===== config.mk =====
export PLATFORM = sky130hd
export DESIGN_NAME = rss_reset_startup_sequencer
export DESIGN_NICKNAME = d
export VERILOG_FILES = /design/src/rss_reset_startup_sequencer.v /design/src/rss_pin_sync.v /design/src/rss_delay_timer.v
export VERILOG_INCLUDE_DIRS = /design/src
export SDC_FILE = /design/constraint.sdc
export NUM_CORES = 1
export LEC_CHECK = 0
export ABC_AREA = 1
export BUFFER_PORTS_ARGS = -buffer_cell sky130_fd_sc_hd__buf_4
export CAP_MARGIN = 20
export CORE_MARGIN = 3
export CORE_UTILIZATION = 55
export CTS_BUF_LIST = sky130_fd_sc_hd__clkbuf_16
export DETAILED_ROUTE_END_ITERATION = 7
export PLACE_DENSITY = 0.77
export SYNTH_ARGS = -nofsm -noshare
export SYNTH_HDL_FRONTEND = slang
export SYNTH_SLANG_ARGS = --single-unit

===== constraint.sdc =====
create_clock -name clock -period 3.3 [get_ports clock]
set_input_delay 0.825 -clock clock [delete_from_list [all_inputs] [get_ports clock]]
set_output_delay 0.825 -clock clock [all_outputs]
set_load 0.02 [all_outputs]

===== src/rss_consts.vh =====
`ifndef RSS_CONSTS_VH
`define RSS_CONSTS_VH

// ***************************************************
// timing, clock at 200 MHz
// ***************************************************
`define RSS_CLK_MHZ        200
`define RSS_TPOR_US        10
`define RSS_TPWRT_US       64000
`define RSS_TPWRT_REG_US   10
`define RSS_TFRC_US        15
`define RSS_TLPRC_US       100
`define RSS_OST_LAST       10'h3FF

// ***************************************************
// register byte offsets
// ***************************************************
`define RSS_OFF_CAUSE      5'h00
`define RSS_OFF_OSCCTL     5'h04
`define RSS_OFF_CAL        5'h08
`define RSS_OFF_FLASH      5'h0C
`define RSS_OFF_CFG        5'h10
`define RSS_OFF_STAT       5'h14

// ***************************************************
// reset cause register fields and reset values
// ***************************************************
`define RSS_CAUSE_TRAP     15
`define RSS_CAUSE_IOP      14
`define RSS_CAUSE_CM       9
`define RSS_CAUSE_EXTR     7
`define RSS_CAUSE_SWR      6
`define RSS_CAUSE_WDTO     4
`define RSS_CAUSE_BOR      1
`define RSS_CAUSE_POR      0
`define RSS_CAUSE_POR_VAL  16'h0003
`define RSS_CAUSE_MASK     16'hC3FF

// ***************************************************
// oscillator control fields and source codes
// ***************************************************
`define RSS_OSC_CUR_LSB    12
`define RSS_OSC_NEW_LSB    8
`define RSS_OSC_FAIL_BIT   3
`define RSS_OSC_FRC        3'h0
`define RSS_OSC_FRCPLL     3'h1
`define RSS_OSC_PRI        3'h2
`define RSS_OSC_PRIPLL     3'h3
`define RSS_OSC_SOSC       3'h4
`define RSS_OSC_LOW_POWER_INTERNAL_RC_OSC       3'h5
`define RSS_OSC_FRCDIV     3'h7

// ***************************************************
// configuration register fields, reset fetch address and synchroniser reset value
// ***************************************************
`define RSS_CFG_TWOSPD     0
`define RSS_CFG_FAIL_SAFE_CLOCK_MONITOR       1
`define RSS_CFG_CLKSW      2
`define RSS_CFG_RESET_VAL  3'h6
`define RSS_RESET_PC       24'h000000
`define RSS_SYNC_RESET_VAL 5'h10

`endif


===== src/rss_reset_startup_sequencer.v =====
// Added by the designer: the Avalon-MM slave port and the register addresses.
`timescale 1ns/1ps
// Functional notes
// POR holds reset for power-on plus power-up delay; BOR for power-up delay only.
// Power-up delay is nominally 64 ms when the regulator enable pin is low.
// Crystal and secondary sources wait 1024 oscillator periods on a 10-bit counter.
// PLL modes also wait for lock; fast RC with PLL locks after RC start-up.
// Fast or low-power RC sources wait their RC start-up time before release.
// Two-speed start-up always begins on fast RC with its start-up time.
// Oscillator start-up runs beside reset delays; reset may end first.
// CPU runs only once a valid clock is released and reset has ended.
// Clock monitor, if enabled, checks the clock when system reset releases.
// No valid clock at that moment: fall back to fast RC and raise trap.
// All registers but four take one reset value for every reset kind.
// Reset cause register reset value depends on the reset source.
// Oscillator control reset value depends on reset kind and config select bits.
// Calibration and flash control registers reset only on power-on reset.
// Reset forces the fetch address to zero.
// Reset involves no interrupt controller and fetches no vector.
// Any active reset source asserts the system reset output.
// POR and BOR take config select bits; other resets keep current oscillator. The code reloads the select bits on other resets while RSS_CFG_CLKSW is clear.
// System reset releases only after power-on and power-up delays expire.
// Pin, software, watchdog and other resets add no power-up delay.
`include "rss_consts.vh"

module rss_reset_startup_sequencer #(
  parameter [31:0] PWRT_CYCLES = `RSS_TPWRT_US * `RSS_CLK_MHZ,
  parameter [31:0] LOW_POWER_INTERNAL_RC_OSC_CYCLES = `RSS_TLPRC_US * `RSS_CLK_MHZ
) (
  // clock and power-on reset
  input  wire        clock,
  input  wire        rst_n,
  // avalon-mm slave
  input  wire [4:0]  address,
  input  wire        read,
  input  wire        write,
  input  wire [31:0] writedata,
  output reg  [31:0] readdata,
  output reg         waitrequest,
  // reset sources and regulator enable from pins
  input  wire        resetPinN,
  input  wire        brownOutDetect,
  input  wire        regulatorEnablePin,
  // reset sources from core logic
  input  wire        softwareReset,
  input  wire        watchdogTimeout,
  input  wire        trapConflict,
  input  wire        illegalOpcode,
  input  wire        configMismatch,
  // configuration word two and fuses
  input  wire [2:0]  initialOscSelect,
  input  wire        primaryIsCrystal,
  // oscillator circuits
  input  wire        oscClockSample,
  input  wire        pllLocked,
  // towards cpu core and clock mux
  output reg         systemResetOut,
  output reg         clockReleased,
  output reg         cpuRun,
  output reg  [23:0] fetchAddress,
  output reg  [2:0]  activeOscSelect,
  output reg         oscFailTrap
);

  // ***************************************************
  // states and derived cycle counts
  // ***************************************************
  localparam [1:0] RS_HOLD  = 2'h0;
  localparam [1:0] RS_POR   = 2'h1;
  localparam [1:0] RS_PWRT  = 2'h2;
  localparam [1:0] RS_RUN   = 2'h3;
  localparam [1:0] CK_RC    = 2'h0;
  localparam [1:0] CK_OST   = 2'h1;
  localparam [1:0] CK_LOCK  = 2'h2;
  localparam [1:0] CK_READY = 2'h3;

  localparam [31:0] TPOR_CYC     = `RSS_TPOR_US * `RSS_CLK_MHZ;
  localparam [31:0] TPWRT_REGCYC = `RSS_TPWRT_REG_US * `RSS_CLK_MHZ;
  localparam [31:0] TFRC_CYC     = `RSS_TFRC_US * `RSS_CLK_MHZ;

  // ***************************************************
  // pin synchronisation
  // ***************************************************
  wire [4:0] pinStable;
  wire       pinResetActive = ~pinStable[4];
  wire       brownOut       = pinStable[3];
  wire       regulatorOn    = pinStable[2];
  wire       oscLevel       = pinStable[1];
  wire       pllLockStable  = pinStable[0];

  rss_pin_sync #(
    .WIDTH     (5),
    .RESET_VAL (`RSS_SYNC_RESET_VAL)
  ) pinSync (
    .clock     (clock),
    .rst_n     (rst_n),
    .pinIn     ({resetPinN, brownOutDetect, regulatorEnablePin, oscClockSample, pllLocked}),
    .pinStable (pinStable)
  );

  // ***************************************************
  // register state
  // ***************************************************
  reg [1:0]  resetState;
  reg [1:0]  next_resetState;
  reg        kindPor;
  reg        kindBor;
  reg        delayLoad;
  reg [31:0] delayValue;
  wire       delayExpired;
  reg [1:0]  clockState;
  reg        pllMode;
  reg        rcLoad;
  reg [31:0] rcValue;
  wire       rcExpired;
  reg [9:0]  ostCount;
  reg        oscLevelPrev;
  reg [15:0] causeReg;
  reg [2:0]  newOsc;
  reg        oscFailFlag;
  reg [15:0] calReg;
  reg [15:0] flashReg;
  reg [2:0]  cfgReg;
  reg        clockInit;

  // any active reset source
  wire anySource = pinResetActive | brownOut | softwareReset | watchdogTimeout |
                   trapConflict | illegalOpcode | configMismatch;
  wire resetRelease = systemResetOut & (next_resetState == RS_RUN);
  wire fscmFail = resetRelease & cfgReg[`RSS_CFG_FAIL_SAFE_CLOCK_MONITOR] & (clockState != CK_READY);
  wire borStart = brownOut & ~kindBor;
  wire clockKick = clockInit | borStart | fscmFail;
  wire oscEdge = oscLevel & ~oscLevelPrev;
  wire regWrite = write & ~waitrequest;

  // ***************************************************
  // system reset delay sequencing
  // ***************************************************
  // next reset state and delay timer load
  always @* begin
    next_resetState = resetState;
    delayLoad       = 1'b0;
    delayValue      = TPOR_CYC;
    case (resetState)
      RS_HOLD: begin
        if (!anySource) begin
          if (kindPor) begin
            next_resetState = RS_POR;
            delayLoad       = 1'b1;
          end else if (kindBor) begin
            next_resetState = RS_PWRT;
            delayLoad       = 1'b1;
            delayValue      = regulatorOn ? TPWRT_REGCYC : PWRT_CYCLES;
          end else begin
            next_resetState = RS_RUN;
          end
        end
      end
      RS_POR: begin
        if (anySource) begin
          next_resetState = RS_HOLD;
        end else if (delayExpired) begin
          next_resetState = RS_PWRT;
          delayLoad       = 1'b1;
          delayValue      = regulatorOn ? TPWRT_REGCYC : PWRT_CYCLES;
        end
      end
      RS_PWRT: begin
        if (anySource) begin
          next_resetState = RS_HOLD;
        end else if (delayExpired) begin
          next_resetState = RS_RUN;
        end
      end
      RS_RUN: begin
        if (anySource) begin
          next_resetState = RS_HOLD;
        end
      end
      default: begin
        next_resetState = RS_HOLD;
      end
    endcase
  end

  rss_delay_timer resetDelay (
    .clock     (clock),
    .rst_n     (rst_n),
    .load      (delayLoad),
    .loadValue (delayValue[23:0]),
    .expired   (delayExpired)
  );

  // reset state, reset kind and the core-facing outputs
  always @(posedge clock or negedge rst_n) begin
    if (!rst_n) begin
      resetState     <= RS_HOLD;
      kindPor        <= 1'b1;
      kindBor        <= 1'b0;
      systemResetOut <= 1'b1;
      cpuRun         <= 1'b0;
      fetchAddress   <= `RSS_RESET_PC;
      clockInit      <= 1'b1;
    end else begin
      resetState     <= next_resetState;
      systemResetOut <= (next_resetState != RS_RUN);
      clockInit      <= 1'b0;
      if (next_resetState == RS_RUN) begin
        kindPor <= 1'b0;
        kindBor <= 1'b0;
      end else if (brownOut) begin
        kindBor <= 1'b1;
      end
      // cpu waits for both reset release and a released clock
      cpuRun <= (next_resetState == RS_RUN) & clockReleased & ~fscmFail;
      // reset start is a plain load of the fetch address, not a vector fetch
      if (systemResetOut) begin
        fetchAddress <= `RSS_RESET_PC;
      end
    end
  end

  // ***************************************************
  // oscillator start-up, independent of the reset delays
  // ***************************************************
  // pick the source and the rc start-up wait on a kick
  reg [2:0] kickSrc;
  always @* begin
    if (fscmFail || cfgReg[`RSS_CFG_TWOSPD]) begin
      kickSrc = `RSS_OSC_FRC;
    end else begin
      kickSrc = initialOscSelect;
    end
    rcLoad  = clockKick & ((kickSrc == `RSS_OSC_FRC) | (kickSrc == `RSS_OSC_FRCPLL) |
              (kickSrc == `RSS_OSC_FRCDIV) | (kickSrc == `RSS_OSC_LOW_POWER_INTERNAL_RC_OSC));
    rcValue = (kickSrc == `RSS_OSC_LOW_POWER_INTERNAL_RC_OSC) ? LOW_POWER_INTERNAL_RC_OSC_CYCLES : TFRC_CYC;
  end

  rss_delay_timer rcDelay (
    .clock     (clock),
    .rst_n     (rst_n),
    .load      (rcLoad),
    .loadValue (rcValue[23:0]),
    .expired   (rcExpired)
  );

  // clock state machine; it sees the reset delay state only through the monitor check at reset release
  always @(posedge clock or negedge rst_n) begin
    if (!rst_n) begin
      clockState      <= CK_RC;
      pllMode         <= 1'b0;
      ostCount        <= 10'h000;
      oscLevelPrev    <= 1'b0;
      activeOscSelect <= `RSS_OSC_FRC;
      clockReleased   <= 1'b0;
      oscFailTrap     <= 1'b0;
    end else begin
      oscLevelPrev <= oscLevel;
      oscFailTrap  <= fscmFail;
      if (clockKick) begin
        activeOscSelect <= kickSrc;
        ostCount        <= 10'h000;
        clockReleased   <= 1'b0;
        pllMode         <= (kickSrc == `RSS_OSC_FRCPLL) | (kickSrc == `RSS_OSC_PRIPLL);
        if (rcLoad) begin
          clockState <= CK_RC;
        end else if (kickSrc == `RSS_OSC_SOSC || primaryIsCrystal) begin
          clockState <= CK_OST;
        end else if (kickSrc == `RSS_OSC_PRIPLL) begin
          clockState <= CK_LOCK;
        end else begin
          clockState <= CK_READY;
        end
      end else begin
        if (anySource && !kindPor && !brownOut && !cfgReg[`RSS_CFG_CLKSW]) begin
          activeOscSelect <= initialOscSelect;
        end
        case (clockState)
          CK_RC: begin
            if (rcExpired) begin
              clockState <= pllMode ? CK_LOCK : CK_READY;
            end
          end
          CK_OST: begin
            if (oscEdge) begin
              ostCount <= ostCount + 10'h001;
              if (ostCount == `RSS_OST_LAST) begin
                clockState <= pllMode ? CK_LOCK : CK_READY;
              end
            end
          end
          CK_LOCK: begin
            if (pllLockStable) begin
              clockState <= CK_READY;
            end
          end
          default: begin
            clockState <= CK_READY;
          end
        endcase
        // release may land before or after reset ends
        clockReleased <= (clockState == CK_READY);
      end
    end
  end

  // ***************************************************
  // avalon-mm slave
  // ***************************************************
  // one wait cycle per access keeps the read mux off the critical path
  always @(posedge clock or negedge rst_n) begin
    if (!rst_n) begin
      waitrequest <= 1'b1;
      readdata    <= 32'h00000000;
    end else begin
      waitrequest <= ~((read | write) & waitrequest);
      if (read && waitrequest) begin
        case (address)
          `RSS_OFF_CAUSE:  readdata <= {16'h0000, causeReg};
          `RSS_OFF_OSCCTL: readdata <= {17'h00000, activeOscSelect, 1'b0, newOsc, 4'h0,
                                        oscFailFlag, 3'h0};
          `RSS_OFF_CAL:    readdata <= {16'h0000, calReg};
          `RSS_OFF_FLASH:  readdata <= {16'h0000, flashReg};
          `RSS_OFF_CFG:    readdata <= {29'h00000000, cfgReg};
          `RSS_OFF_STAT:   readdata <= {25'h0000000, cpuRun, clockReleased, systemResetOut,
                                        clockState, resetState};
          default:         readdata <= 32'h00000000;
        endcase
      end
    end
  end

  // cause flags: hardware set wins over a software write in the same cycle
  wire [15:0] causeSet = ({15'h0000, kindPor} << `RSS_CAUSE_POR) |
                         ({15'h0000, brownOut | kindPor} << `RSS_CAUSE_BOR) |
                         ({15'h0000, pinResetActive} << `RSS_CAUSE_EXTR) |
                         ({15'h0000, softwareReset} << `RSS_CAUSE_SWR) |
                         ({15'h0000, watchdogTimeout} << `RSS_CAUSE_WDTO) |
                         ({15'h0000, trapConflict} << `RSS_CAUSE_TRAP) |
                         ({15'h0000, illegalOpcode} << `RSS_CAUSE_IOP) |
                         ({15'h0000, configMismatch} << `RSS_CAUSE_CM);

  // reset cause and oscillator control: values depend on the reset kind
  always @(posedge clock or negedge rst_n) begin
    if (!rst_n) begin
      causeReg    <= `RSS_CAUSE_POR_VAL;
      newOsc      <= `RSS_OSC_FRC;
      oscFailFlag <= 1'b0;
    end else begin
      if (regWrite && address == `RSS_OFF_CAUSE) begin
        causeReg <= (writedata[15:0] & `RSS_CAUSE_MASK) | causeSet;
      end else if (systemResetOut) begin
        causeReg <= causeReg | causeSet;
      end
      if (fscmFail) begin
        oscFailFlag <= 1'b1;
      end else if (systemResetOut) begin
        oscFailFlag <= 1'b0;
      end else if (regWrite && address == `RSS_OFF_OSCCTL) begin
        oscFailFlag <= writedata[`RSS_OSC_FAIL_BIT];
      end
      if (systemResetOut) begin
        newOsc <= activeOscSelect;
      end else if (regWrite && address == `RSS_OFF_OSCCTL) begin
        newOsc <= writedata[`RSS_OSC_NEW_LSB+2:`RSS_OSC_NEW_LSB];
      end
    end
  end

  // configuration: same value after every reset kind
  always @(posedge clock or negedge rst_n) begin
    if (!rst_n) begin
      cfgReg <= `RSS_CFG_RESET_VAL;
    end else if (systemResetOut) begin
      cfgReg <= `RSS_CFG_RESET_VAL;
    end else if (regWrite && address == `RSS_OFF_CFG) begin
      cfgReg <= writedata[2:0];
    end
  end

  // calibration and flash control survive every reset but power-on
  always @(posedge clock or negedge rst_n) begin
    if (!rst_n) begin
      calReg   <= 16'h0000;
      flashReg <= 16'h0000;
    end else begin
      if (regWrite && address == `RSS_OFF_CAL) begin
        calReg <= writedata[15:0];
      end
      if (regWrite && address == `RSS_OFF_FLASH) begin
        flashReg <= writedata[15:0];
      end
    end
  end

endmodule


===== src/rss_pin_sync.v =====
`timescale 1ns/1ps
// three-stage synchroniser; a bit changes once stages two and three agree
module rss_pin_sync #(
  parameter       WIDTH     = 5,
  parameter [4:0] RESET_VAL = 5'h00
) (
  // clock and reset
  input  wire             clock,
  input  wire             rst_n,
  // raw pins and filtered levels
  input  wire [WIDTH-1:0] pinIn,
  output reg  [WIDTH-1:0] pinStable
);

  reg [WIDTH-1:0] stage1;
  reg [WIDTH-1:0] stage2;
  reg [WIDTH-1:0] stage3;

  // stage1 feeds stage2 only, never any logic
  always @(posedge clock or negedge rst_n) begin
    if (!rst_n) begin
      stage1    <= RESET_VAL[WIDTH-1:0];
      stage2    <= RESET_VAL[WIDTH-1:0];
      stage3    <= RESET_VAL[WIDTH-1:0];
      pinStable <= RESET_VAL[WIDTH-1:0];
    end else begin
      stage1    <= pinIn;
      stage2    <= stage1;
      stage3    <= stage2;
      pinStable <= (stage3 & ~(stage2 ^ stage3)) | (pinStable & (stage2 ^ stage3));
    end
  end

endmodule


===== src/rss_delay_timer.v =====
`timescale 1ns/1ps
// down counter; expired rises loadValue cycles after the load
module rss_delay_timer (
  // clock and reset
  input  wire        clock,
  input  wire        rst_n,
  // control
  input  wire        load,
  input  wire [23:0] loadValue,
  // status
  output reg         expired
);

  reg [23:0] count;

  // a load always restarts, so a stale expiry cannot leak into a new wait
  always @(posedge clock or negedge rst_n) begin
    if (!rst_n) begin
      count   <= 24'h000000;
      expired <= 1'b0;
    end else if (load) begin
      count   <= loadValue;
      expired <= 1'b0;
    end else if (count > 24'h000001) begin
      count   <= count - 24'h000001;
    end else begin
      count   <= 24'h000000;
      expired <= 1'b1;
    end
  end

endmodule


==> impl_metrics.env <==
export IMPL_status="complete, no violations"
export IMPL_antenna_found_initial=0
export IMPL_synth_top_family_by_area="simple AND/OR/NAND/NOR gates"
export IMPL_reg2reg_depth=9
export IMPL_die_x_um=126
export IMPL_port_buffers=62
export IMPL_synth_warnings=0
export IMPL_drt_pass1_iterations=7
export IMPL_insertedDiodeCount=0
export IMPL_gr_total_overflow=0
export IMPL_ctsHoldBuffers=0
export IMPL_gp_congestion=0.829
export IMPL_switching_power_w=0.00151
export IMPL_grt_pass1_wl_um=28400
export IMPL_clkTransAtPathRegs_ns=0.06
export IMPL_cp_required_ns=3.61
export IMPL_rrSetupSlack_ns=1.11
export IMPL_r2r_end="rcDelay.count[8]"
export IMPL_synth_seq_cells=164
export IMPL_slew_violations=0
export IMPL_num_vias=6151
export IMPL_max_freq_mhz=456
export IMPL_multiInputGateArea_mm2=0.00313
export IMPL_area_delta_synth_final_pct=14.2
export IMPL_start_util_pct=56.6
export IMPL_clk_latency_ns=0.42
export IMPL_muxShareOfSynthArea_pct=0
export IMPL_ys_types=50
export IMPL_drt_initial_drc_count=581
export IMPL_cts_buffer_depth=2
export IMPL_regArea_mm2=0.00412
export IMPL_cp_max_fo=10
export IMPL_dp_slack_ns=0.654
export IMPL_fin_skew_ns=0.00730
export IMPL_p_int_w=0.00380
export IMPL_fin_crit_sh_pct=66.4
export IMPL_h_tree_depth=4
export IMPL_switching_share_pct=28.5
export IMPL_pwr_share_seq_pct=47.2
export IMPL_postRouteAntennaNets=0
export IMPL_timing_hold_ws_ns=0.282
export IMPL_synth_compound_area_share_pct=10.0
export IMPL_ctsRootBufferMaster="clkbuf_16"
export IMPL_die_area_mm2=0.0158
export IMPL_netlist_area_mm2=0.00789
export IMPL_synth_fa_ha_area_share_pct=1.43
export IMPL_finalSetupTns_ns=0
export IMPL_max_slew_margin_pct=48.0
export IMPL_report_final_hold_viol_count=0
export IMPL_syn_area_per_cell_um2=8.61
export IMPL_cts_sinks=164
export IMPL_ios=119
export IMPL_period_needed_ns=2.19
export IMPL_hp_class="in2async"
export IMPL_post_route_util_pct=64.7
export IMPL_dp_hpwl_um=11600
export IMPL_wl_per_cell_um=14.0
export IMPL_cap_violations=0
export IMPL_p_comb_share_pct=16.3
export IMPL_cellPowerDensity_mw_per_mm2=589
export IMPL_r2r_start="systemResetOut"
export IMPL_endpoint_kind="flop"
export IMPL_fillers=1163
export IMPL_finalSetupViolations=0
export IMPL_dominantRegCellSynth="dfrtp_1"
export IMPL_drive_gt1_share_pct=13.5
export IMPL_cts_resized=0
export IMPL_synth_xor_area_share_pct=4.11
export IMPL_critPathLaunchType="flop"
export IMPL_yosys_area_share_simple_pct=22.2
export IMPL_p_leak_nw=4.59
export IMPL_grt_pass1_vias=5967
export IMPL_cp_arrival_ns=2.50
export IMPL_via_per_inst=5.20
export IMPL_wl_um=16600
export IMPL_cts_tree="done"
export IMPL_ys_seq_area_share_pct=52.2
export IMPL_ys_async_sr_fraction_pct=100
export IMPL_post_cts_repair_setup_buffers=0
export IMPL_rsz0062_at_grt="no"
export IMPL_synth_edff_count=0
export IMPL_crit_type="reg2reg"
export IMPL_finalNetCount=1050
export IMPL_drc=0
export IMPL_grt_start_max_net_pins=68
export IMPL_peakVddDrop_mv=0.445
export IMPL_grt_usage_pct=22.0
export IMPL_cts_inserted_buffers=17
export IMPL_rows=43
export IMPL_die_y_um=126
export IMPL_p_clk_share_pct=36.5
export IMPL_core_mm2=0.0139
export IMPL_syn_inst=917
export IMPL_setup_ws_ns=1.11
export IMPL_worstMarginPinSlew_ns=0.778
==> cell usage in the layout, fill, tap and decap left out, drive strengths merged <==
master	synthesis	final
nand2	222	222
dfrtp	152	152
nor2	114	114
inv	105	108
o21ai	83	83
buf	46	72
conb	1	41
nand3	37	37
xor2	24	24
a21oi	19	19
clkbuf	12	17
xnor2	13	13
dfstp	12	12
nor3	11	11
nand4	10	10
o211ai	9	9
clkinv	2	9
o221ai	8	8
maj3	5	5
a221oi	5	5
ha	5	5
nor4	4	4
o2111ai	3	3
bufinv	0	3
or2	3	3
a21o	2	2
o31ai	2	2
o22ai	2	2
clkinvlp	0	2
and3	1	1
nor3b	1	1
and2	1	1
o311ai	1	1
a31oi	1	1
a22o	1	1
==> cell usage after synthesis (3+ instances only) <==
library cell	count	area, µm²
a21oi_1	18	90.1
buf_4	41	308
nand3_1	33	165
nand2_1	215	807
xnor2_1	13	114
nand2_2	4	25.0
xor2_1	24	210
nor4_1	4	25.0
clkbuf_1	12	45.0
nand3_4	3	52.6
nor2_2	4	25.0
o21ai_0	81	405
nor3_1	11	55.1
nor2_4	3	33.8
dfstp_2	12	315
maj3_1	5	50.1
inv_1	103	387
dfrtp_1	152	3800
ha_1	5	62.6
o221ai_1	8	70.1
a221oi_1	5	43.8
o2111ai_1	3	26.3
nand4_1	10	62.6
nor2_1	107	402
o211ai_1	9	67.6
==> worst max-delay path, stage by stage, from the launching register on <==
cell and delay [ns]:
dfstp_2 0.65, inv_1 0.19, nor3_1 0.37, nand3_4 0.23, nand2_8 0.18, nand2_4 0.07, nor2_4 0.15, nor2_1 0.10
nand2_1 0.09, nand2_1 0.05
==> power groups by stage <==
stage / registers, W / logic [W] / clock network, W
final: 0.00251 / 0.000866 / 0.00194
after global routing: 0.00254 / 0.00100 / 0.00205
after CTS: 0.00250 / 0.000873 / 0.00197
after detailed placement: 0.00253 / 0.000868 / 0
after global placement: 0.00253 / 0.000837 / 0
after floorplan: 0.00250 / 0.000665 / 0
==> how the worst max path moves through the flow <==
stage / from / slack, ns / depth (start not counted) / end
finish: systemResetOut / 1.11 / 9 / rcDelay.count[8]
global placement: illegalOpcode / 0.75 / 11 / resetDelay.count[14]
floorplan: configMismatch / 1.16 / 11 / rcDelay.count[20]
detailed placement: illegalOpcode / 0.65 / 11 / resetDelay.count[14]
global route: illegalOpcode / 0.93 / 11 / resetDelay.count[14]
CTS: illegalOpcode / 1.08 / 11 / resetDelay.count[14]
==> flip-flops by register name, summed over array words and instances (netlist names), 10 cells and up <==
register and flops:
rcDelay.count 24, resetDelay.count 24, calReg 16, flashReg 16
readdata 16, causeReg 12, ostCount 10
==> cells by family (layout without fill, tap and decap cells) <==
family,after synthesis,after routing
flip-flops,164,164
adder cells (fa/ha/maj),10,10
buffers and inverters,165,211
XOR/XNOR,37,37
AO/OA/AOI/OAI,136,136
AND/OR/NAND/NOR,404,404
other,1,41
==> layer usage <==
layer / share of wire (%) / wire length [µm] / vias up / GRT usage [%]
li1: - / - / 3011 / -
met1: 45 / 7410 / 2939 / 30.0
met2: 48 / 8010 / 174 / 35.9
met3: 5.0 / 825 / 27 / 4.20
met4: 1.9 / 309 / 0 / 7.51
met5: 0 / 0 / - / 0
==> stage by stage <==
stage               power [W]  instance area (µm²)  instances
detailed placement    0.00340                 8440       1151
global placement      0.00336                 8440       1151
floorplan             0.00316                 8040        957
CTS                   0.00534                 9010       1183
global route          0.00559                 9010       1183
finish                0.00531                 9010       1183
==> area by class of cell <==
cell class	count	share of cell area [%]
Sequential cell	164	45.7
Multi-Input combinational cell	628	34.8
Timing Repair Buffer	72	6.18
Clock buffer	17	4.72
Inverter	107	4.48
Tap cell	180	2.50
Clock inverter	15	1.65
(Power assumes the default switching activity.)
